<file path="config.mk">
export PLATFORM = sky130hd
export DESIGN_NAME = io_ports
export DESIGN_NICKNAME = d
export VERILOG_FILES = /design/src/hdl/io_ports_pkg.sv /design/src/hdl/io_ports.sv
export SDC_FILE = /design/constraint.sdc
export NUM_CORES = 1
export LEC_CHECK = 0
export BUFFER_PORTS_ARGS = -buffer_cell sky130_fd_sc_hd__buf_4
export CELL_PAD_IN_SITES_DETAIL_PLACEMENT = 1
export CELL_PAD_IN_SITES_GLOBAL_PLACEMENT = 1
export CORE_ASPECT_RATIO = 0.8
export CORE_MARGIN = 10
export CORE_UTILIZATION = 28
export CTS_CLUSTER_DIAMETER = 100
export DETAILED_ROUTE_END_ITERATION = 7
export GPL_TIMING_DRIVEN = 0
export PLACE_DENSITY = 0.61
export SLEW_MARGIN = 20
export SYNTH_ARGS = -nofsm -noshare
export SYNTH_HDL_FRONTEND = slang
export SYNTH_SLANG_ARGS = --single-unit
</file>
<file path="constraint.sdc">
create_clock -name aclk -period 2.32 [get_ports aclk]
set_clock_uncertainty 0.15 [all_clocks]
set_input_delay 0.232 -clock aclk [delete_from_list [all_inputs] [get_ports aclk]]
set_output_delay 0.232 -clock aclk [all_outputs]
set_load 0.05 [all_outputs]
</file>
<file path="src/hdl/io_ports_pkg.sv">
// Register indices, field positions and bus answers for the I/O port unit.
// Assumes a 32-bit AXI4-Lite master; byte address is four times the index.
package io_ports_pkg;
	localparam int ADDR_W = 10;
	localparam logic [7:0] IDX_PB_DATA = 8'h01;
	localparam logic [7:0] IDX_PC_DATA = 8'h02;
	localparam logic [7:0] IDX_PD_IN = 8'h03;
	localparam logic [7:0] IDX_PB_DIR = 8'h05;
	localparam logic [7:0] IDX_PC_DIR = 8'h06;
	localparam logic [7:0] IDX_PC_FN = 8'h07;
	localparam logic [7:0] IDX_EDGE_SEL = 8'h08;
	localparam logic [7:0] IDX_IRQ_EN = 8'h09;
	localparam logic [7:0] IDX_IRQ_PEND = 8'h0a;
	localparam logic [7:0] IDX_PULSE_SEL = 8'h0b;
	localparam logic [7:0] IDX_BRIDGE_DIR = 8'h0c;
	localparam logic [7:0] IDX_PE_OUT = 8'h40;
	localparam logic [7:0] IDX_PE_SHORT = 8'h41;
	localparam logic [7:0] IDX_PF_OUT = 8'h42;
	localparam logic [7:0] IDX_PF_SHORT = 8'h43;
	localparam int CMP_SEL_A = 0;
	localparam int CMP_SEL_B = 1;
	localparam int SYSCLK_PIN = 2;
	localparam int SPI_LO = 5;
	localparam int SCI_RX = 6;
	localparam int SCI_TX = 7;
	localparam int CMP_LO = 4;
	localparam int CMP_HI = 5;
	localparam logic [3:0] SW_FWD = 4'h9;
	localparam logic [3:0] SW_BWD = 4'h6;
	localparam logic [3:0] SW_OFF = 4'ha;
	localparam logic [1:0] RESP_OKAY = 2'h0;
	localparam logic [1:0] RESP_SLVERR = 2'h2;
endpackage : io_ports_pkg
</file>
<file path="src/hdl/io_ports.sv">
// I/O port unit: ports A-F, pin sharing, power-driver short detect, bridges.
// Assumes an AXI4-Lite master on aclk and peripheral signals on aclk.
`timescale 1ns/100ps
module io_ports (
	input wire logic aclk,
	input wire logic aresetn,
	input wire logic [io_ports_pkg::ADDR_W-1:0] s_axi_awaddr,
	input wire logic s_axi_awvalid,
	output logic s_axi_awready,
	input wire logic [31:0] s_axi_wdata,
	input wire logic [3:0] s_axi_wstrb,
	input wire logic s_axi_wvalid,
	output logic s_axi_wready,
	output logic [1:0] s_axi_bresp,
	output logic s_axi_bvalid,
	input wire logic s_axi_bready,
	input wire logic [io_ports_pkg::ADDR_W-1:0] s_axi_araddr,
	input wire logic s_axi_arvalid,
	output logic s_axi_arready,
	output logic [31:0] s_axi_rdata,
	output logic [1:0] s_axi_rresp,
	output logic s_axi_rvalid,
	input wire logic s_axi_rready,
	input wire logic [7:0] pa_in,
	input wire logic [7:0] pb_in,
	output logic [7:0] pb_out,
	output logic [7:0] pb_oe,
	input wire logic [7:0] pc_in,
	output logic [7:0] pc_out,
	output logic [7:0] pc_oe,
	input wire logic [3:0] pd_in,
	output logic [7:0] pe_out,
	output logic [3:0] pf_out,
	input wire logic [11:0] sensed_pin_level,
	output logic [15:0] bridge_switch,
	output logic pin_irq,
	input wire logic irq_mask,
	input wire logic spi_enable,
	input wire logic [2:0] spi_out,
	input wire logic [2:0] spi_oe,
	output logic [2:0] spi_in,
	input wire logic sysclk_out_option,
	input wire logic sysclk_level,
	input wire logic [1:0] timer_compare,
	output logic [3:0] capture_inputs,
	input wire logic sci_enable,
	input wire logic sci_transmit_out,
	output logic serial_receive_in,
	input wire logic adc_active,
	input wire logic [1:0] adc_channel,
	input wire logic [3:0] pwm_e,
	input wire logic [3:0] pwm_f,
	input wire logic [7:0] mismatch_sample_strobe
);
	typedef struct packed {
		logic [7:0] pa_s1, pa_s2, pa_x;
		logic [7:0] pb_s1, pb_s2, pc_s1, pc_s2;
		logic [3:0] pd_s1, pd_s2;
		logic [11:0] se_s1, se_s2, cmd1, cmd2;
		logic [7:0] stb1, stb2;
		logic [7:0] pb_dat, pb_dir, pc_dat, pc_dir, pc_fn;
		logic [7:0] pe_dat;
		logic [3:0] pf_dat;
		logic [7:0] edge_sel, irq_en, irq_pend;
		logic [11:0] pulse_sel, short_flags;
		logic [3:0] br_dir, wd_hi;
		logic [7:0] pb_o, pb_e, pc_o, pc_e, pe_o;
		logic [3:0] pf_o;
		logic [15:0] bsw;
		logic irq;
		logic awready, wready, bvalid, arready, rvalid;
		logic [1:0] bresp, rresp;
		logic [31:0] rdata;
		logic haw, hw;
		logic [7:0] awi, wd;
		logic wlane, wlane_hi;
	} state_t;

	state_t s_q, s_d;
	logic [7:0] br_lvl;
	logic [15:0] br_sw;
	logic [11:0] stb_pin;

	// Bridge pairs: left pin 2p, right pin 2p+1
	for (genvar p = 0; p < 4; p++) begin : g_bridge
		always_comb begin
			br_lvl[2*p] = s_q.br_dir[p] ? 1'b1 : pwm_e[p];
			br_lvl[2*p+1] = s_q.br_dir[p] ? pwm_e[p] : 1'b1;
			if (!pwm_e[p])
				br_sw[4*p+:4] = io_ports_pkg::SW_OFF;
			else if (s_q.br_dir[p])
				br_sw[4*p+:4] = io_ports_pkg::SW_BWD;
			else
				br_sw[4*p+:4] = io_ports_pkg::SW_FWD;
			stb_pin[2*p] = s_q.stb2[p];
			stb_pin[2*p+1] = s_q.stb2[p];
			stb_pin[8+p] = s_q.stb2[4+p];
		end
	end

	always_comb begin
		logic [7:0] x, ev, rd8, ri;
		logic [11:0] mis, sh_set, sh_clr;
		logic ok, aw_go, ar_go;
		s_d = s_q;
		x = '0;
		ev = '0;
		rd8 = '0;
		ri = '0;
		mis = '0;
		sh_set = '0;
		sh_clr = '0;
		ok = 1'b0;
		aw_go = 1'b0;
		ar_go = 1'b0;
		// Two-stage synchronisers for all pin-side inputs
		s_d.pa_s1 = pa_in;
		s_d.pa_s2 = s_q.pa_s1;
		s_d.pb_s1 = pb_in;
		s_d.pb_s2 = s_q.pb_s1;
		s_d.pc_s1 = pc_in;
		s_d.pc_s2 = s_q.pc_s1;
		s_d.pd_s1 = pd_in;
		s_d.pd_s2 = s_q.pd_s1;
		s_d.se_s1 = sensed_pin_level;
		s_d.se_s2 = s_q.se_s1;
		// Commanded level and strobe delayed to line up with the sensed level
		s_d.cmd1 = {s_q.pf_o, s_q.pe_o};
		s_d.cmd2 = s_q.cmd1;
		s_d.stb1 = mismatch_sample_strobe;
		s_d.stb2 = s_q.stb1;

		// Folding the edge select into the level makes a select change look like an edge
		x = s_q.pa_s2 ~^ s_q.edge_sel;
		s_d.pa_x = x;
		ev = x & ~s_q.pa_x;

		// Pulse-mode pins compare only at their strobe, data pins every clock
		mis = s_q.cmd2 ^ s_q.se_s2;
		sh_set = mis & (~s_q.pulse_sel | stb_pin);

		// AXI write: address and data taken in either order
		aw_go = s_axi_awvalid & s_q.awready;
		if (aw_go) begin
			s_d.haw = 1'b1;
			s_d.awi = s_axi_awaddr[9:2];
		end
		if (s_axi_wvalid & s_q.wready) begin
			s_d.hw = 1'b1;
			s_d.wd = s_axi_wdata[7:0];
			s_d.wlane = s_axi_wstrb[0];
			s_d.wd_hi = s_axi_wdata[11:8];
			s_d.wlane_hi = s_axi_wstrb[1];
		end
		if (s_q.bvalid & s_axi_bready)
			s_d.bvalid = 1'b0;
		if (s_q.haw & s_q.hw & !s_q.bvalid) begin
			ok = 1'b1;
			if (s_q.awi == io_ports_pkg::IDX_PB_DATA) begin
				if (s_q.wlane)
					s_d.pb_dat = s_q.wd;
			end else if (s_q.awi == io_ports_pkg::IDX_PC_DATA) begin
				if (s_q.wlane)
					s_d.pc_dat = s_q.wd;
			end else if (s_q.awi == io_ports_pkg::IDX_PD_IN) begin
				ok = 1'b1;
			end else if (s_q.awi == io_ports_pkg::IDX_PB_DIR) begin
				if (s_q.wlane)
					s_d.pb_dir = s_q.wd;
			end else if (s_q.awi == io_ports_pkg::IDX_PC_DIR) begin
				if (s_q.wlane)
					s_d.pc_dir = s_q.wd;
			end else if (s_q.awi == io_ports_pkg::IDX_PC_FN) begin
				if (s_q.wlane)
					s_d.pc_fn = s_q.wd;
			end else if (s_q.awi == io_ports_pkg::IDX_EDGE_SEL) begin
				if (s_q.wlane)
					s_d.edge_sel = s_q.wd;
			end else if (s_q.awi == io_ports_pkg::IDX_IRQ_EN) begin
				if (s_q.wlane)
					s_d.irq_en = s_q.wd;
			end else if (s_q.awi == io_ports_pkg::IDX_IRQ_PEND) begin
				if (s_q.wlane)
					ri = s_q.wd;
			end else if (s_q.awi == io_ports_pkg::IDX_PULSE_SEL) begin
				if (s_q.wlane)
					s_d.pulse_sel[7:0] = s_q.wd;
				if (s_q.wlane_hi)
					s_d.pulse_sel[11:8] = s_q.wd_hi;
			end else if (s_q.awi == io_ports_pkg::IDX_BRIDGE_DIR) begin
				if (s_q.wlane)
					s_d.br_dir = s_q.wd[3:0];
			end else if (s_q.awi == io_ports_pkg::IDX_PE_OUT) begin
				if (s_q.wlane)
					s_d.pe_dat = s_q.wd;
			end else if (s_q.awi == io_ports_pkg::IDX_PF_OUT) begin
				if (s_q.wlane)
					s_d.pf_dat = s_q.wd[3:0];
			end else if (s_q.awi == io_ports_pkg::IDX_PE_SHORT) begin
				if (s_q.wlane)
					sh_clr[7:0] = s_q.wd;
			end else if (s_q.awi == io_ports_pkg::IDX_PF_SHORT) begin
				if (s_q.wlane)
					sh_clr[11:8] = s_q.wd[3:0];
			end else begin
				ok = 1'b0;
			end
			s_d.bvalid = 1'b1;
			s_d.bresp = ok ? io_ports_pkg::RESP_OKAY : io_ports_pkg::RESP_SLVERR;
			s_d.haw = 1'b0;
			s_d.hw = 1'b0;
		end
		s_d.awready = !s_d.haw & !s_d.bvalid;
		s_d.wready = !s_d.hw & !s_d.bvalid;

		// Set wins over a clear in the same cycle
		s_d.irq_pend = (s_q.irq_pend & ~ri) | ev;
		s_d.short_flags = (s_q.short_flags & ~sh_clr) | sh_set;
		if (sysclk_out_option)
			s_d.pb_dat[io_ports_pkg::SYSCLK_PIN] = 1'b0;

		// AXI read
		ar_go = s_axi_arvalid & s_q.arready;
		if (s_q.rvalid & s_axi_rready) begin
			s_d.rvalid = 1'b0;
			s_d.arready = 1'b1;
		end
		if (ar_go) begin
			ok = 1'b1;
			if (s_axi_araddr[9:2] == io_ports_pkg::IDX_PB_DATA) begin
				// Output pins read the latch, input pins read the pin
				rd8 = (s_q.pb_dat & s_q.pb_dir) | (s_q.pb_s2 & ~s_q.pb_dir);
				if (sysclk_out_option)
					rd8[io_ports_pkg::SYSCLK_PIN] = 1'b0;
			end else if (s_axi_araddr[9:2] == io_ports_pkg::IDX_PC_DATA) begin
				rd8 = (s_q.pc_dat & s_q.pc_dir) | (s_q.pc_s2 & ~s_q.pc_dir);
			end else if (s_axi_araddr[9:2] == io_ports_pkg::IDX_PD_IN) begin
				rd8[3:0] = s_q.pd_s2;
				if (adc_active)
					rd8[adc_channel] = 1'b0;
			end else if (s_axi_araddr[9:2] == io_ports_pkg::IDX_PB_DIR) begin
				rd8 = s_q.pb_dir;
			end else if (s_axi_araddr[9:2] == io_ports_pkg::IDX_PC_DIR) begin
				rd8 = s_q.pc_dir;
			end else if (s_axi_araddr[9:2] == io_ports_pkg::IDX_PC_FN) begin
				rd8 = s_q.pc_fn;
			end else if (s_axi_araddr[9:2] == io_ports_pkg::IDX_EDGE_SEL) begin
				rd8 = s_q.edge_sel;
			end else if (s_axi_araddr[9:2] == io_ports_pkg::IDX_IRQ_EN) begin
				rd8 = s_q.irq_en;
			end else if (s_axi_araddr[9:2] == io_ports_pkg::IDX_IRQ_PEND) begin
				rd8 = s_q.irq_pend;
			end else if (s_axi_araddr[9:2] == io_ports_pkg::IDX_PULSE_SEL) begin
				rd8 = s_q.pulse_sel[7:0];
			end else if (s_axi_araddr[9:2] == io_ports_pkg::IDX_BRIDGE_DIR) begin
				rd8[3:0] = s_q.br_dir;
			end else if (s_axi_araddr[9:2] == io_ports_pkg::IDX_PE_OUT) begin
				rd8 = s_q.pe_dat;
			end else if (s_axi_araddr[9:2] == io_ports_pkg::IDX_PF_OUT) begin
				rd8[3:0] = s_q.pf_dat;
			end else if (s_axi_araddr[9:2] == io_ports_pkg::IDX_PE_SHORT) begin
				rd8 = s_q.short_flags[7:0];
			end else if (s_axi_araddr[9:2] == io_ports_pkg::IDX_PF_SHORT) begin
				rd8[3:0] = s_q.short_flags[11:8];
			end else begin
				ok = 1'b0;
			end
			s_d.rdata = {24'h000000, rd8};
			s_d.rresp = ok ? io_ports_pkg::RESP_OKAY : io_ports_pkg::RESP_SLVERR;
			s_d.rvalid = 1'b1;
			s_d.arready = 1'b0;
		end

		// Port B pins
		s_d.pb_e = s_q.pb_dir;
		s_d.pb_o = s_q.pb_dat & s_q.pb_dir;
		if (sysclk_out_option) begin
			s_d.pb_e[io_ports_pkg::SYSCLK_PIN] = 1'b1;
			s_d.pb_o[io_ports_pkg::SYSCLK_PIN] = sysclk_level;
		end
		if (spi_enable) begin
			s_d.pb_e[io_ports_pkg::SPI_LO+:3] = spi_oe;
			s_d.pb_o[io_ports_pkg::SPI_LO+:3] = spi_out & spi_oe;
		end
		// Port C pins
		s_d.pc_e = s_q.pc_dir;
		s_d.pc_o = s_q.pc_dat & s_q.pc_dir;
		if (s_q.pc_fn[io_ports_pkg::CMP_SEL_A] | s_q.pc_fn[io_ports_pkg::CMP_SEL_B]) begin
			s_d.pc_e[io_ports_pkg::CMP_HI] = 1'b1;
			s_d.pc_e[io_ports_pkg::CMP_LO] = 1'b1;
			s_d.pc_o[io_ports_pkg::CMP_HI] = timer_compare[1];
			s_d.pc_o[io_ports_pkg::CMP_LO] = timer_compare[0];
		end
		if (sci_enable) begin
			s_d.pc_e[io_ports_pkg::SCI_RX] = 1'b0;
			s_d.pc_o[io_ports_pkg::SCI_RX] = 1'b0;
			s_d.pc_e[io_ports_pkg::SCI_TX] = 1'b1;
			s_d.pc_o[io_ports_pkg::SCI_TX] = sci_transmit_out;
		end
		// Power drivers
		s_d.pe_o = (s_q.pe_dat & ~s_q.pulse_sel[7:0]) | (br_lvl & s_q.pulse_sel[7:0]);
		s_d.pf_o = (s_q.pf_dat & ~s_q.pulse_sel[11:8]) | (pwm_f & s_q.pulse_sel[11:8]);
		s_d.bsw = br_sw;
		s_d.irq = (|(s_q.irq_pend & s_q.irq_en)) & !irq_mask;

		if (!aresetn) begin
			s_d = '0;
			// Port B and C data latches survive reset
			s_d.pb_dat = s_q.pb_dat;
			s_d.pc_dat = s_q.pc_dat;
			s_d.pa_x = '1; // Matches the post-reset level, so release shows no false edge
			s_d.awready = 1'b1;
			s_d.wready = 1'b1;
			s_d.arready = 1'b1;
		end
	end

	always_ff @(posedge aclk) begin
		s_q <= s_d;
	end

	assign s_axi_awready = s_q.awready;
	assign s_axi_wready = s_q.wready;
	assign s_axi_bvalid = s_q.bvalid;
	assign s_axi_bresp = s_q.bresp;
	assign s_axi_arready = s_q.arready;
	assign s_axi_rvalid = s_q.rvalid;
	assign s_axi_rresp = s_q.rresp;
	assign s_axi_rdata = s_q.rdata;
	assign pb_out = s_q.pb_o;
	assign pb_oe = s_q.pb_e;
	assign pc_out = s_q.pc_o;
	assign pc_oe = s_q.pc_e;
	assign pe_out = s_q.pe_o;
	assign pf_out = s_q.pf_o;
	assign bridge_switch = s_q.bsw;
	assign pin_irq = s_q.irq;
	assign spi_in = s_q.pb_s2[io_ports_pkg::SPI_LO+:3];
	assign capture_inputs = s_q.pc_s2[3:0];
	assign serial_receive_in = s_q.pc_s2[io_ports_pkg::SCI_RX];
endmodule : io_ports

</file>
== After elaboration in Yosys (flattened, before gate mapping) ==
Index checks and enable logic that the tools add are counted.
Widths: inputs -> output; s select.

* Output and inout port bits: 110
* Register bits after elaboration: 334

* Reduce and logical (&&, ||, !) cells: 29
* Bitwise operators: 57
* Multiplexer cells: 150
* Eq/ne operators: 30
* Order comparisons: 2

{| class="wikitable"
|+ Operators by type and width
! kind !! number
|-
| $mux 8 || 41
|-
| $mux 12 || 19
|-
| $mux 44 || 3
|-
| $mux 4 || 21
|-
| $eq 8x4->1 const B || 10
|-
| $and 8x8->8 || 9
|-
| $eq 8x7->1 const B || 8
|-
| $mux 63 || 1
|-
| $mux 60 || 1
|-
| $eq 8x3->1 const B || 6
|-
| $mux 1 || 48
|-
| $not 8->8 || 5
|-
| $mux 36 || 1
|-
| $eq 8x2->1 const B || 4
|-
| $or 8x8->8 || 4
|-
| $mux 28 || 1
|-
| $and 12x12->12 || 2
|-
| $not 12->12 || 2
|-
| $or 12x12->12 || 2
|-
| $reduce_and 12->1 || 2
|-
| $mux 2 || 9
|-
| $eq 8x1->1 const B || 2
|-
| $reduce_and 15->1 || 1
|-
| $reduce_and 14->1 || 1
|-
| 29 further kinds || 65
|}

== Depth between registers and ports, before layout ==
* Depth in word-level cells: 20
* Mapped depth: 8

== Worst setup path after synthesis ==
OpenSTA, ideal clock, no wires.

* Path kind: flip-flop to flip-flop
* Start point: register s_q (netlist bit s_axi_bvalid)
* End point: register s_q[190] in the netlist's numbering
* Setup slack: 0.095 ns
* Path buffers: 1
* Period minus slack after synthesis: 2.225 ns
* Stages on the path, launching flop included: 7
* Data arrival time: 1.947 ns
* Path through: dfxtp_1 nand4b_1 nor4b_4 and3_1 buf_6 mux2i_1 nor2_1

* Word-level cells in the longest chain between the ends: 3

{| class="wikitable"
|+ RTL lines
! element !! RTL line !! source
|-
| start: declaration || io_ports.sv:79 || <nowiki>state_t s_q, s_d;</nowiki>
|-
| start signal: assignment || io_ports.sv:319 || <nowiki>s_q <= s_d;</nowiki>
|-
| $logic_not 1->1 || io_ports.sv:157 || <nowiki>if (s_q.haw & s_q.hw & !s_q.bvalid) begin</nowiki>
|-
| $and 1x1->1 || io_ports.sv:157 ||
|-
| $reduce_and 8->1 (no source line) || -- ||
|}

No other way between the ends.
A chain may end at the register's enable or synchronous reset.

== Worst setup path in the final report ==
* Start point: register s_q[14] in the netlist's numbering
* End point: register s_q[165] in the netlist's numbering

* Word-level cells in the longest chain between the ends: 3
* Elaborated cells between the ends (all ways): 16
* Those cells by class: 8 x eq/ne; 7 x bitwise; 1 x reduce/logical

{| class="wikitable"
|+ RTL lines
! element !! RTL line !! source
|-
| $eq 8x4->1 (tied with other cells) || io_ports.sv:176 || <nowiki>end else if (s_q.awi == io_ports_pkg::IDX_EDGE_SEL) begin</nowiki>
|-
| $not 1->1 (no source line) || -- ||
|-
| $reduce_and 10->1 (no source line) (*) || -- ||
|}

Mark *: on every way between the ends. The rest lies on a longest branch, timed or not.

==> run_results.csv <==
group,metric,value,unit
yosys,synthTopCellsByCount,"dfxtp_1, and2_1, nand2_1",
clock_network,cts_root_buf,"clkbuf_16",
timing,tightest_slew,1.13,ns
yosys,async_reset_ff_frac,0,
yosys,synth_fa_ha_area_frac,0,
final_layout,fin_cells,2386,
timing,setup_viol,4,
yosys,ys_ff_latch,332,
setup_path,timing.rr.end,"s_q[165]",
setup_path,reg2reg_depth,5,
setup_path,crit_slowest_cell,"or4_4",
yosys,syn_area,13100,um2
route,drc,0,
route,num_vias,11300,
clock_network,cts_tree,"built",
placed_design,routabilityCongestion,0.953,
timing,timing.final.hold_violations,0,
route,drt-total-wl,54000,um
clock_network,cts_buffers,38,
setup_path,critical_path.max_fanout,8,
hold_path,min_path_type,"input pin to flip-flop",
global_route,grt-ovfl-total,0,
setup_path,reg2reg_slack,-0.02,ns
yosys,synth_most_common_cell,"dfxtp_1",
final_layout,syn2layout_area_growth,37.1,%
setup_path,cp.required,2.57,ns
yosys,synth_edf_count,16,
floorplan,fp-row-count,70,
clock_network,clk_latency,0.54,ns
timing,rsz0062_at_grt,"yes",
yosys,ys_seq_area_frac,0.518,
power,peakVddDrop,0.418,mV
global_route,track_usage,0.186,
flow_run,maxCapViolCount,0,
yosys,synthXorXnorAreaFrac,0.0133,
setup_path,path_cells,"or4_4 -> nor2_2 -> or4b_4 -> mux2i_2 -> nor2_1",
yosys,synth_top_area_frac,0.481,
yosys,syn_area_per_cell,9.46,um2
placed_design,io_buffers,191,
global_route,grt_pass1_wl,78900,um
route,via_per_inst,4.74,
clock_network,cts.sinks,332,
timing,period_needed,2.34,ns
timing,max_freq,0.427,GHz
route,dr.first_iter.drc_count,826,
setup_path,arrival,2.59,ns
setup_path,path_class,"flip-flop to flip-flop",
power,internal-power,0.0108,W
power,pwr-share-clk,0.476,
clock_network,clk_pin_slew,0.06,ns
yosys,yosys-top-cells-area,"dfxtp_1, and2_1, buf_4",
hold_path,min_from,"spi_enable",
yosys,dominantRegCellSynth,"dfxtp_1",
setup_path,r2r-start,"s_q[14]",
final_layout,final_net_count,1885,
floorplan,dieArea,56100,um2
floorplan,die_w,262,um
final_layout,fillerInstances,5251,
yosys,syn_inst,1389,
route,ant_nets,0,
route,wl_per_cell,22.6,um
power,leakagePower,7.54,nW
power,seqPwrFrac,0.425,
floorplan,initial_utilization,0.285,
final_layout,antenna_cells,0,
yosys,synth_simple_gate_area_frac,0.188,
setup_path,max_stage_delay,0.61,ns
power,p_per_area,786,nW/um2
hold_path,min_to,"pb_out[5]",
outcome,status,"finished, violations left",
clock_network,clockBufferDepth,3,
timing,drv_slew,0,
yosys,synth.area.mux_share,0.0633,
yosys,synth_compound_area_frac,0.126,
global_route,grt_pass1_vias,12000,
yosys,synth_top_family_by_area,"simple AND/OR/NAND/NOR gates",
setup_path,end_kind,"flip-flop",
power,swShare,0.240,
yosys,synth_largest_area_cell,"dfxtp_1",
timing,relSlewSlack,0.245,
power,p_total,0.0142,W
outcome,violations,"negative setup slack",
timing,setup_ws,-0.0226,ns
power,power_frac_comb,0.099,
floorplan,io_pins,246,
route,first_pass_iters,5,
yosys,synth.distinct_cells,72,
clock_network,htree_levels,2,
final_layout,drive_gt1_frac,0.246,
power,switchingPower,0.00340,W
global_route,grt_max_degree,14,
floorplan,die_h,214,um
setup_path,worst_setup_path_start_kind,"flip-flop",
yosys,ys.warnings.count,0,
floorplan,core,46100,um2
hold_path,worstHoldPathCells,3,
timing,period_share,1.01,
placed_design,hpwlAfterDp,40500,um
global_route,grt_antenna_before_repair,3,
placed_design,post-place-cells,2218,
[worst max path at each step]
stage	from	endpoint	slack (ns)	cells past startpoint
after global routing	s_q[14]	s_q[158]	-0.04	5
after floorplan	s_axi_bvalid	s_q[190]	0.1	6
after global placement	aresetn	s_q[222]	-0.87	5
after CTS	s_q[14]	s_q[156]	-0.07	6
final	s_q[14]	s_q[165]	-0.02	5
after detailed placement	aresetn	s_q[222]	-0.87	5
[critical path: cells and delay by family, from the launching register on]
kind | cells | cell delay (ns)
AND/OR/NAND/NOR | 4 | 1.47
multiplexers | 1 | 0.26
flip-flops | 1 | 0.32
[power groups by stage]
| stage | Clock [W] | Sequential (W) | Combinational (W) |
|---|---|---|---|
| floorplan | 0 | 0.00611 | 0.000716 |
| global placement | 0 | 0.00613 | 0.00122 |
| detailed placement | 0 | 0.00613 | 0.00123 |
| CTS | 0.00684 | 0.00601 | 0.00140 |
| global route | 0.00710 | 0.00603 | 0.00150 |
| finish | 0.00674 | 0.00601 | 0.00140 |
[flip-flops by register name, indices dropped and copies added (netlist names), 3 cells and up]
name and count:
bridge_switch 16, capture_inputs 4, pb_oe 8, pb_out 8, pc_oe 8, pc_out 8
pe_out 8, pf_out 4, s_axi_rdata 8, s_q 248, spi_in 3
[through the flow]
step	setup TNS [ns]	setup slack, ns	util	hold WS [ns]	cell area [um2]
final	-0.0548	-0.0226	0.391	0.0309	18000
after floorplan	0	0.0954	-	0.154	13200
after global routing	-0.171	-0.0399	0.391	0.0886	18000
after detailed placement	-34.50	-0.869	0.336	0.272	15500
after CTS	-0.394	-0.0663	0.390	0.0235	18000
after global placement	-39.16	-0.869	0.335	0.264	15400
[layer usage]
metal	wire [um]	vias up	part of all wire	GRT usage
met1	25100	5587	0.47	0.249
met3	3750	67	0.069	0.0457
met5	13	-	0.00024	0
li1	-	5336	-	-
met4	1120	2	0.021	0.0436
met2	24000	328	0.44	0.296
[area by class of cell]
| cell class | instances | area (um2) | share of cell area |
|---|---|---|---|
| well taps | 612 | 766 | 0.0425 |
| clock inverters | 15 | 310 | 0.0172 |
| plain buffers | 183 | 1110 | 0.0615 |
| repair buffers | 298 | 2490 | 0.138 |
| multi-input cells | 873 | 5360 | 0.297 |
| flip-flops and latches | 332 | 6810 | 0.378 |
| inverters | 23 | 86.3 | 0.00479 |
| clock buffers | 50 | 1090 | 0.0604 |
[what timing repair did]
item	CTS	global route
setup endpoints to repair	91	81
hold buffers	100	0
gates resized for setup	31	22
endpoints found under the hold margin	120	0
setup buffers	6	0
pin swaps	10	3
[kinds of logic (layout without fill, tap and decap cells)]
family,after synthesis,after routing
DFF,332,332
xor gates and xnor gates,20,20
AOI/OAI and AO/OA,261,261
buffers and inverters,209,569
and+or+nand+nor,487,487
muxes,79,79
other,1,26
[cells in the final DEF, fill, tap and decap left out, types with 16 or more instances in the layout]
cell           instances
edfxtp_1              16
o21ai_0               36
conb_1                26
nand3_1               38
mux2i_1               63
clkbuf_16             39
dfxtp_1              313
o21a_1                21
nand2_1              124
inv_1                 22
nor2_1               101
and2_1               131
buf_4                301
dlygate4sd3_1        100
clkbuf_1              59
a21oi_1              100
(Power assumes the default switching activity.)
